===== src/common/bst_pkg.sv =====
// boundary-scan test port: shared constants, states and carriers
package bst_pkg;

    // tap controller states, four bits, gray steps along the common path
    typedef enum logic [3:0] {
        BST_TLR    = 4'h0,
        BST_RTI    = 4'h1,
        BST_SELDR  = 4'h3,
        BST_CAPDR  = 4'h2,
        BST_SHDR   = 4'h6,
        BST_EX1DR  = 4'h7,
        BST_PSDR   = 4'h5,
        BST_EX2DR  = 4'h4,
        BST_UPDDR  = 4'hC,
        BST_SELIR  = 4'hD,
        BST_CAPIR  = 4'hF,
        BST_SHIR   = 4'hE,
        BST_EX1IR  = 4'hA,
        BST_PSIR   = 4'hB,
        BST_EX2IR  = 4'h9,
        BST_UPDIR  = 4'h8
    } bst_state_e;

    // instruction register
    localparam int          BST_IR_W        = 3;
    localparam logic [2:0]  BST_OP_EXTEST   = 3'h0;
    localparam logic [2:0]  BST_OP_SAMPLE   = 3'h1;
    localparam logic [2:0]  BST_OP_IDCODE   = 3'h2;
    localparam logic [2:0]  BST_OP_BYPASS   = 3'h7;
    localparam logic [2:0]  BST_IR_CAPTURE  = 3'h1;

    // identification register fields
    localparam int          BST_ID_W        = 32;
    localparam logic [3:0]  BST_ID_VERSION  = 4'h1;    // arbitrary value
    localparam logic [15:0] BST_ID_PART     = 16'h0A5C; // arbitrary value
    localparam logic [10:0] BST_ID_NUMBER   = 11'h155;  // arbitrary value
    localparam logic        BST_ID_LSB      = 1'h1;

    // boundary register: one data and one enable cell per user pin
    localparam int          BST_IO_N        = 8;
    localparam int          BST_BSR_W       = 2 * BST_IO_N;

    // strap settle time in clocks after internal reset release
    localparam logic [1:0]  BST_STRAP_WAIT  = 2'h2;

    // test port pins as seen from outside
    typedef struct packed {
        logic reserve;
        logic tck;
        logic tms;
        logic tdi;
    } bst_pins_s;

endpackage : bst_pkg


===== src/core/bst_tap.sv =====
// boundary-scan tap controller with bypass, id and boundary registers
`timescale 1ns/1ps
module bst_tap
    import bst_pkg::*;
(
    input  wire logic                clk,
    input  wire logic                reset_n,
    input  wire bst_pins_s           pins,
    input  wire logic [BST_IO_N-1:0] pad_in,
    input  wire logic [BST_IO_N-1:0] core_out,
    input  wire logic [BST_IO_N-1:0] core_oe,
    output logic                     tdo_o,
    output logic                     tdo_oe,
    output logic [BST_IO_N-1:0]      pad_out,
    output logic [BST_IO_N-1:0]      pad_oe,
    output logic [BST_IO_N-1:0]      core_in,
    output logic                     user_mode
);

    // reset release through two flops
    logic rst_meta_ff;
    logic rst_sync_ff;
    always_ff @(posedge clk or negedge reset_n) begin
        if (!reset_n) begin
            rst_meta_ff <= 1'b0;
            rst_sync_ff <= 1'b0;
        end else begin
            rst_meta_ff <= 1'b1;
            rst_sync_ff <= rst_meta_ff;
        end
    end
    wire rst_n = rst_sync_ff;

    // pin synchronisers; tms resets high like an idle pulled-up pin
    localparam bst_pins_s PINS_RST = '{reserve: 1'b0, tck: 1'b0, tms: 1'b1, tdi: 1'b0};
    bst_pins_s             pin_meta_ff;
    bst_pins_s             pin_sync_ff;
    logic                  tck_dly_ff;
    logic [BST_IO_N-1:0]   pad_meta_ff;
    logic [BST_IO_N-1:0]   pad_sync_ff;
    always_ff @(posedge clk or negedge rst_n) begin
        if (!rst_n) begin
            pin_meta_ff <= PINS_RST;
            pin_sync_ff <= PINS_RST;
            tck_dly_ff  <= 1'b0;
            pad_meta_ff <= '0;
            pad_sync_ff <= '0;
        end else begin
            pin_meta_ff <= pins;
            pin_sync_ff <= pin_meta_ff;
            tck_dly_ff  <= pin_sync_ff.tck;
            pad_meta_ff <= pad_in;
            pad_sync_ff <= pad_meta_ff;
        end
    end

    // tck edges found on the system clock; tck must stay well below clk/4
    wire tck_rise = pin_sync_ff.tck & ~tck_dly_ff;
    wire tck_fall = ~pin_sync_ff.tck & tck_dly_ff;
    wire tms_s    = pin_sync_ff.tms;
    wire tdi_s    = pin_sync_ff.tdi;

    // reserve strap caught once the synchroniser has settled;
    // the first two samples see the synchroniser's reset value, only the last of the three sees the pin
    logic [1:0] strap_cnt_ff;
    logic       reserved_ff;
    always_ff @(posedge clk or negedge rst_n) begin
        if (!rst_n) begin
            strap_cnt_ff <= '0;
            reserved_ff  <= 1'b0;
        end else if (strap_cnt_ff <= BST_STRAP_WAIT) begin
            strap_cnt_ff <= strap_cnt_ff + 2'h1;
            reserved_ff  <= pin_sync_ff.reserve;
        end
    end

    // next-state table of the sixteen-state diagram
    bst_state_e state_ff;
    bst_state_e nxt_state;
    always_comb begin
        case (state_ff)
            BST_TLR:   nxt_state = tms_s ? BST_TLR   : BST_RTI;
            BST_RTI:   nxt_state = tms_s ? BST_SELDR : BST_RTI;
            BST_SELDR: nxt_state = tms_s ? BST_SELIR : BST_CAPDR;
            BST_CAPDR: nxt_state = tms_s ? BST_EX1DR : BST_SHDR;
            BST_SHDR:  nxt_state = tms_s ? BST_EX1DR : BST_SHDR;
            BST_EX1DR: nxt_state = tms_s ? BST_UPDDR : BST_PSDR;
            BST_PSDR:  nxt_state = tms_s ? BST_EX2DR : BST_PSDR;
            BST_EX2DR: nxt_state = tms_s ? BST_UPDDR : BST_SHDR;
            BST_UPDDR: nxt_state = tms_s ? BST_SELDR : BST_RTI;
            BST_SELIR: nxt_state = tms_s ? BST_TLR   : BST_CAPIR;
            BST_CAPIR: nxt_state = tms_s ? BST_EX1IR : BST_SHIR;
            BST_SHIR:  nxt_state = tms_s ? BST_EX1IR : BST_SHIR;
            BST_EX1IR: nxt_state = tms_s ? BST_UPDIR : BST_PSIR;
            BST_PSIR:  nxt_state = tms_s ? BST_EX2IR : BST_PSIR;
            BST_EX2IR: nxt_state = tms_s ? BST_UPDIR : BST_SHIR;
            BST_UPDIR: nxt_state = tms_s ? BST_SELDR : BST_RTI;
            default:   nxt_state = BST_TLR;
        endcase
    end

    // state register; unreserved port keeps the controller parked in reset
    always_ff @(posedge clk or negedge rst_n) begin
        if (!rst_n) begin
            state_ff <= BST_TLR;
        end else if (!reserved_ff) begin
            state_ff <= BST_TLR;
        end else if (tck_rise) begin
            state_ff <= nxt_state;
        end
    end

    // register actions decoded from state
    wire in_tlr   = (state_ff == BST_TLR);
    wire cap_ir   = (state_ff == BST_CAPIR);
    wire sh_ir    = (state_ff == BST_SHIR);
    wire upd_ir   = (state_ff == BST_UPDIR);
    wire cap_dr   = (state_ff == BST_CAPDR);
    wire sh_dr    = (state_ff == BST_SHDR);
    wire upd_dr   = (state_ff == BST_UPDDR);

    // instruction register: shift stage and active instruction
    logic [BST_IR_W-1:0] ir_sh_ff;
    logic [BST_IR_W-1:0] ir_ff;
    always_ff @(posedge clk or negedge rst_n) begin
        if (!rst_n) begin
            ir_sh_ff <= '0;
            ir_ff    <= BST_OP_IDCODE;
        end else if (in_tlr) begin
            ir_ff    <= BST_OP_IDCODE;
        end else if (tck_rise && cap_ir) begin
            ir_sh_ff <= BST_IR_CAPTURE;
        end else if (tck_rise && sh_ir) begin
            ir_sh_ff <= {tdi_s, ir_sh_ff[BST_IR_W-1:1]};
        end else if (tck_fall && upd_ir) begin
            ir_ff    <= ir_sh_ff;
        end
    end

    // instruction decode; any unused opcode falls back to bypass
    wire sel_extest = (ir_ff == BST_OP_EXTEST);
    wire sel_sample = (ir_ff == BST_OP_SAMPLE);
    wire sel_id     = (ir_ff == BST_OP_IDCODE);
    wire sel_bsr    = sel_extest | sel_sample;
    wire sel_byp    = ~(sel_bsr | sel_id);

    // identification word, lsb fixed at one
    wire [BST_ID_W-1:0] id_word = {BST_ID_VERSION, BST_ID_PART, BST_ID_NUMBER, BST_ID_LSB};

    // boundary capture vector: even cell is pin data, odd cell is enable
    logic [BST_BSR_W-1:0] bsr_cap;
    logic [BST_BSR_W-1:0] bsr_upd_ff;
    logic [BST_BSR_W-1:0] bsr_sh_ff;
    logic [BST_BSR_W-1:0] bsr_cap_sh;
    genvar gi;
    generate
        for (gi = 0; gi < BST_IO_N; gi++) begin : g_cell
            assign bsr_cap[2*gi]   = pad_sync_ff[gi];
            assign bsr_cap[2*gi+1] = core_oe[gi];
        end
    endgenerate
    assign bsr_cap_sh = {tdi_s, bsr_sh_ff[BST_BSR_W-1:1]};

    // data registers: capture, shift lsb first, update
    logic                byp_ff;
    logic [BST_ID_W-1:0] id_sh_ff;
    always_ff @(posedge clk or negedge rst_n) begin
        if (!rst_n) begin
            byp_ff     <= 1'b0;
            id_sh_ff   <= '0;
            bsr_sh_ff  <= '0;
        end else if (tck_rise && cap_dr) begin
            byp_ff     <= 1'b0;
            id_sh_ff   <= id_word;
            if (sel_bsr) begin
                bsr_sh_ff <= bsr_cap;
            end
        end else if (tck_rise && sh_dr) begin
            byp_ff     <= tdi_s;
            id_sh_ff   <= {tdi_s, id_sh_ff[BST_ID_W-1:1]};
            if (sel_bsr) begin
                bsr_sh_ff <= bsr_cap_sh;
            end
        end
    end

    // update latch of the boundary cells; cleared in reset state
    always_ff @(posedge clk or negedge rst_n) begin
        if (!rst_n) begin
            bsr_upd_ff <= '0;
        end else if (in_tlr) begin
            bsr_upd_ff <= '0;
        end else if (tck_fall && upd_dr && sel_bsr) begin
            bsr_upd_ff <= bsr_sh_ff;
        end
    end

    // serial output source, instruction path has priority in ir shift
    wire dr_lsb  = sel_bsr ? bsr_sh_ff[0] : (sel_id ? id_sh_ff[0] : byp_ff);
    wire tdo_src = sh_ir ? ir_sh_ff[0] : dr_lsb;
    wire tdo_en  = reserved_ff & (sh_ir | sh_dr);

    // tdo moves on falling tck so the tester samples it on the rising edge
    always_ff @(posedge clk or negedge rst_n) begin
        if (!rst_n) begin
            tdo_o  <= 1'b0;
            tdo_oe <= 1'b0;
        end else if (tck_fall) begin
            tdo_o  <= tdo_src;
            tdo_oe <= tdo_en;
        end else if (!reserved_ff) begin
            tdo_oe <= 1'b0;
        end
    end

    // pad steering: extest hands the pins to the boundary cells
    logic [BST_IO_N-1:0] nxt_pad_out;
    logic [BST_IO_N-1:0] nxt_pad_oe;
    wire  drive_bsr = reserved_ff & sel_extest;
    generate
        for (gi = 0; gi < BST_IO_N; gi++) begin : g_pad
            assign nxt_pad_out[gi] = drive_bsr ? bsr_upd_ff[2*gi]   : core_out[gi];
            assign nxt_pad_oe[gi]  = drive_bsr ? bsr_upd_ff[2*gi+1] : core_oe[gi];
        end
    endgenerate

    // registered pad and core-side outputs
    always_ff @(posedge clk or negedge rst_n) begin
        if (!rst_n) begin
            pad_out   <= '0;
            pad_oe    <= '0;
            core_in   <= '0;
            user_mode <= 1'b1;
        end else begin
            pad_out   <= nxt_pad_out;
            pad_oe    <= nxt_pad_oe;
            core_in   <= pad_sync_ff;
            user_mode <= ~reserved_ff;
        end
    end

endmodule : bst_tap


===== config.mk =====
export PLATFORM = sky130hd
export DESIGN_NAME = bst_tap
export DESIGN_NICKNAME = d
export VERILOG_FILES = /design/src/common/bst_pkg.sv /design/src/core/bst_tap.sv
export SDC_FILE = /design/constraint.sdc
export NUM_CORES = 1
export LEC_CHECK = 0
export BUFFER_PORTS_ARGS = -buffer_cell sky130_fd_sc_hd__buf_2
export CELL_PAD_IN_SITES_DETAIL_PLACEMENT = 1
export CELL_PAD_IN_SITES_GLOBAL_PLACEMENT = 2
export CORE_UTILIZATION = 39
export DETAILED_ROUTE_END_ITERATION = 8
export GPL_TIMING_DRIVEN = 0
export PLACE_DENSITY_LB_ADDON = 0.1
export SLEW_MARGIN = 20
export SYNTH_ARGS = -nofsm -noshare
export SYNTH_HDL_FRONTEND = slang
export SYNTH_SLANG_ARGS = --single-unit

===== constraint.sdc =====
create_clock -name clk -period 5.5 [get_ports clk]
set_input_delay 0.55 -clock clk [delete_from_list [all_inputs] [get_ports clk]]
set_output_delay 0.55 -clock clk [all_outputs]
set_load 0.05 [all_outputs]

==> results_dict.tcl <==
set metrics [dict create \
    status "complete, no violations" \
    cts_made_buffers 17 \
    r2r_end "pad_out[0]$_DFF_PN0_" \
    yosys.cell_types.count 48 \
    crit_fanout 10 \
    ctsResizeCount 0 \
    synth-edff-count 0 \
    synth_flop_cell "dfrtp_1" \
    synth.cell_area_sq_um 4990 \
    route.vias.total 3416 \
    max_slew_vio_count 0 \
    max-vdd-ir-drop_mv 0.185 \
    firstDrtPassIters 4 \
    post_synth_inst_count 411 \
    first_global_vias 3742 \
    ys_seq_area_share_pct 65.7 \
    critical_path.max_stage_delay_ns 0.68 \
    cp-startpoint "reserved_ff$_DFFE_PN0P_" \
    die_width_microns 115 \
    synth_adder_area_share_pct 0.251 \
    synth_area_in_compound_gates_pct 11.4 \
    syn_area_per_cell_sq_um 12.2 \
    clk_transition_reported_paths_ns 0.05 \
    critPathCapture "pad_out[0]$_DFF_PN0_" \
    route.antenna.remaining_nets 0 \
    min_path_type "input port to flip-flop" \
    ys_warn_count 0 \
    fmaxAchievable_mhz 515 \
    critical_path_class "flip-flop to flip-flop" \
    async_flop_share_pct 100 \
    tightestPinTransition_ns 0.718 \
    cts_tree "yes" \
    cap_violations 0 \
    cellPowerDensity_nw_per_um2 374 \
    num_io_pins 57 \
    cp_cell_sequence "inv_2 > nor4_4 > buf_6 > mux2_2" \
    cts-root-buf "clkbuf_16" \
    row_count 40 \
    setup_ws_ns 3.56 \
    layout-drive-gt1-share_pct 25.9 \
    clkSinkCount 131 \
    floorplan.die.height_microns 115 \
    global_route_wire_length_before_repair_mm 19.4 \
    max_slew_margin_pct 51.8 \
    wire_per_inst_microns 17.2 \
    design.final.nets 520 \
    grt_usage_pct 19.5 \
    htree_levels 4 \
    detail_route.iter0.violations 209 \
    setup.worst_path.start_class "flip-flop" \
    timing.critical_path.slowest_stage_cell "nor4_4" \
    post_cts_buffers 0 \
    input_output_buffers 56 \
    dp_slack_ns 3.51 \
    pin_count_of_the_biggest_net_entering_global_routing 59 \
    timing.final.setup_violations 0 \
    setup_repair_after_global_routing_missed_its_margin "false" \
    synth_simple_gate_area_share_pct 10.8 \
    number_of_nets_in_the_synthesized_netlist 442 \
    post_synth_mux_area_share_pct 7.26 \
    timing.reg2reg.worst_path_depth 4 \
    finalCriticalPeriod_ns 1.94 \
    antenna-diode-count 0 \
    synth_seq_cells 131 \
    timing.reg2reg.setup_slack_ns 3.56 \
    critPathCaptureType "flip-flop" \
    p_leak_nw 2.84 \
    layout_worst_path_cycle_share_pct 35.3 \
    synth_xor_xnor_area_share_pct 0.175 \
    design.die.area_sq_um 13300 \
    largest_family_of_logic_cells_by_synthesized_area "compound AO/OA/AOI/OAI gates" \
    initial_utilization_pct 40.7 \
    cp.depth 4 \
    signal_arrival_time_at_the_worst_endpoint_ns 2.24 \
    vias_per_cell 5.13 \
    place_congestion 0.783 \
    setup_total_negative_slack_ns 0 \
    antenna_found_initial 0 \
    post_cts_hold_buffer_count 1 \
    leftover_overflow_at_the_end_of_global_routing 0 \
    clkLatencyLatePin_ns 0.42 \
    worst_hold_startpoint "pins[1]" \
    cp_data_required_time_ns 5.80 \
    worstReg2RegStart "reserved_ff$_DFFE_PN0P_" \
    fin_skew_ns 0.00657 \
    path_delay_family "simple AND/OR/NAND/NOR gates" \
    floorplan.core_area_sq_um 12300 \
    clk_path_buf_depth 2 \
    drc 0 \
    finalHoldViolCount 0 \
    layout-area-overhead-vs-synth_pct 22.7 \
    drt_wl_total_mm 11.5 \
    dp.final_hpwl_mm 7.47 \
    critPathBufInv 2 \
]
==> cells by family after synthesis <==
family	count (synthesis)
adders and majority gates	1
and+or+nand+nor	111
muxes	34
DFF	131
AOI/OAI and AO/OA	86
other	1
xor gates and xnor gates	1
buffers and inverters	46
==> state kept, by name, summed over array words and instances (netlist names), 2 cells and up <==
register,cells
pin_sync_ff,2
pad_oe,8
bsr_upd_ff,16
pad_out,8
ir_sh_ff,3
bsr_sh_ff,16
pad_meta_ff,8
strap_cnt_ff,2
pad_sync_ff,8
ir_ff,3
pin_meta_ff,4
id_sh_ff,31
state_ff,4
core_in,8
==> per-layer routing <==
layer	vias up	wire length, microns	share of wire [%]	GRT usage [%]
met5	-	0	0	0
met4	0	197	1.7	7.62
met3	20	348	3.0	5.85
met2	53	5520	48	30.8
met1	1756	5400	47	25.4
li1	1587	-	-	-
==> final cells by class <==
type	instances	area [sq um]
clock inverters	9	134
multi-input cells	234	1500
repair buffers	59	345
clock buffers	19	443
plain buffers	29	153
well taps	168	210
inverters	17	63.8
fillers	1296	6130
flip-flops and latches	131	3290
==> cells in the final DEF, fill, tap and decap left out, types with 4 or more instances in the layout <==
| cell type | count |
|---|---|
| a31oi_1 | 15 |
| buf_2 | 66 |
| clkbuf_1 | 12 |
| mux2i_1 | 16 |
| nand3_1 | 25 |
| dfrtp_1 | 126 |
| nand2_1 | 39 |
| nor2_1 | 22 |
| nand4_1 | 4 |
| o21ai_0 | 29 |
| dfstp_2 | 4 |
| a22o_1 | 20 |
| mux2_2 | 18 |
| inv_1 | 16 |
| a21oi_1 | 9 |
| clkbuf_16 | 17 |
==> worst min-delay path by stage <==
stage	end	slack [ns]	cells past startpoint
after floorplan	rst_meta_ff$_DFF_PN0_	0.25	0
after global placement	rst_meta_ff$_DFF_PN0_	0.33	1
after detailed placement	id_sh_ff[25]$_DFFE_PN0P_	0.25	0
after CTS	pad_meta_ff[4]$_DFF_PN0_	0.22	1
after global routing	pad_meta_ff[4]$_DFF_PN0_	0.21	1
final	pin_meta_ff[1]$_DFF_PN1_	0.23	1
==> power by group <==
part           switching [W]  internal [W]  total, W
registers          0.0000237       0.00101   0.00103
logic              0.0000953     0.0000444  0.000140
clock network       0.000407      0.000714   0.00112
==> Yosys cell counts (2+ instances only) <==
| master | count | share of area, % |
|---|---|---|
| dfrtp_1 | 127 | 64 |
| nand2_1 | 39 | 2.9 |
| o21ai_0 | 29 | 2.9 |
| nand3_1 | 25 | 2.5 |
| nor2_1 | 22 | 1.7 |
| a22o_1 | 20 | 3.5 |
| mux2_2 | 18 | 4.1 |
| inv_1 | 16 | 1.2 |
| mux2i_1 | 16 | 3.2 |
| a31oi_1 | 15 | 1.9 |
| clkbuf_1 | 11 | 0.83 |
| buf_2 | 10 | 1.0 |
| a21oi_1 | 9 | 0.90 |
| dfstp_2 | 4 | 2.1 |
| nand4_1 | 4 | 0.50 |
| and3_1 | 3 | 0.38 |
| buf_6 | 3 | 0.68 |
| nor2b_1 | 3 | 0.38 |
| o211ai_1 | 3 | 0.45 |
| buf_1 | 2 | 0.15 |
| buf_4 | 2 | 0.30 |
| nand2b_1 | 2 | 0.25 |
| nand3b_1 | 2 | 0.30 |
| nor3_1 | 2 | 0.20 |
==> stage by stage <==
step | utilization [%] | hold WS (ns) | power [W] | area, sq um | cells
after floorplan | - | 0.254 | 0.00114 | 4990 | 411
after global placement | 44.7 | 0.333 | 0.00118 | 5490 | 635
after detailed placement | 45.2 | 0.253 | 0.00119 | 5540 | 637
after CTS | 50.0 | 0.220 | 0.00232 | 6130 | 666
after global routing | 50.0 | 0.212 | 0.00237 | 6130 | 666
final | 50.0 | 0.232 | 0.00229 | 6130 | 666
Power figures use the tool's default switching activity.
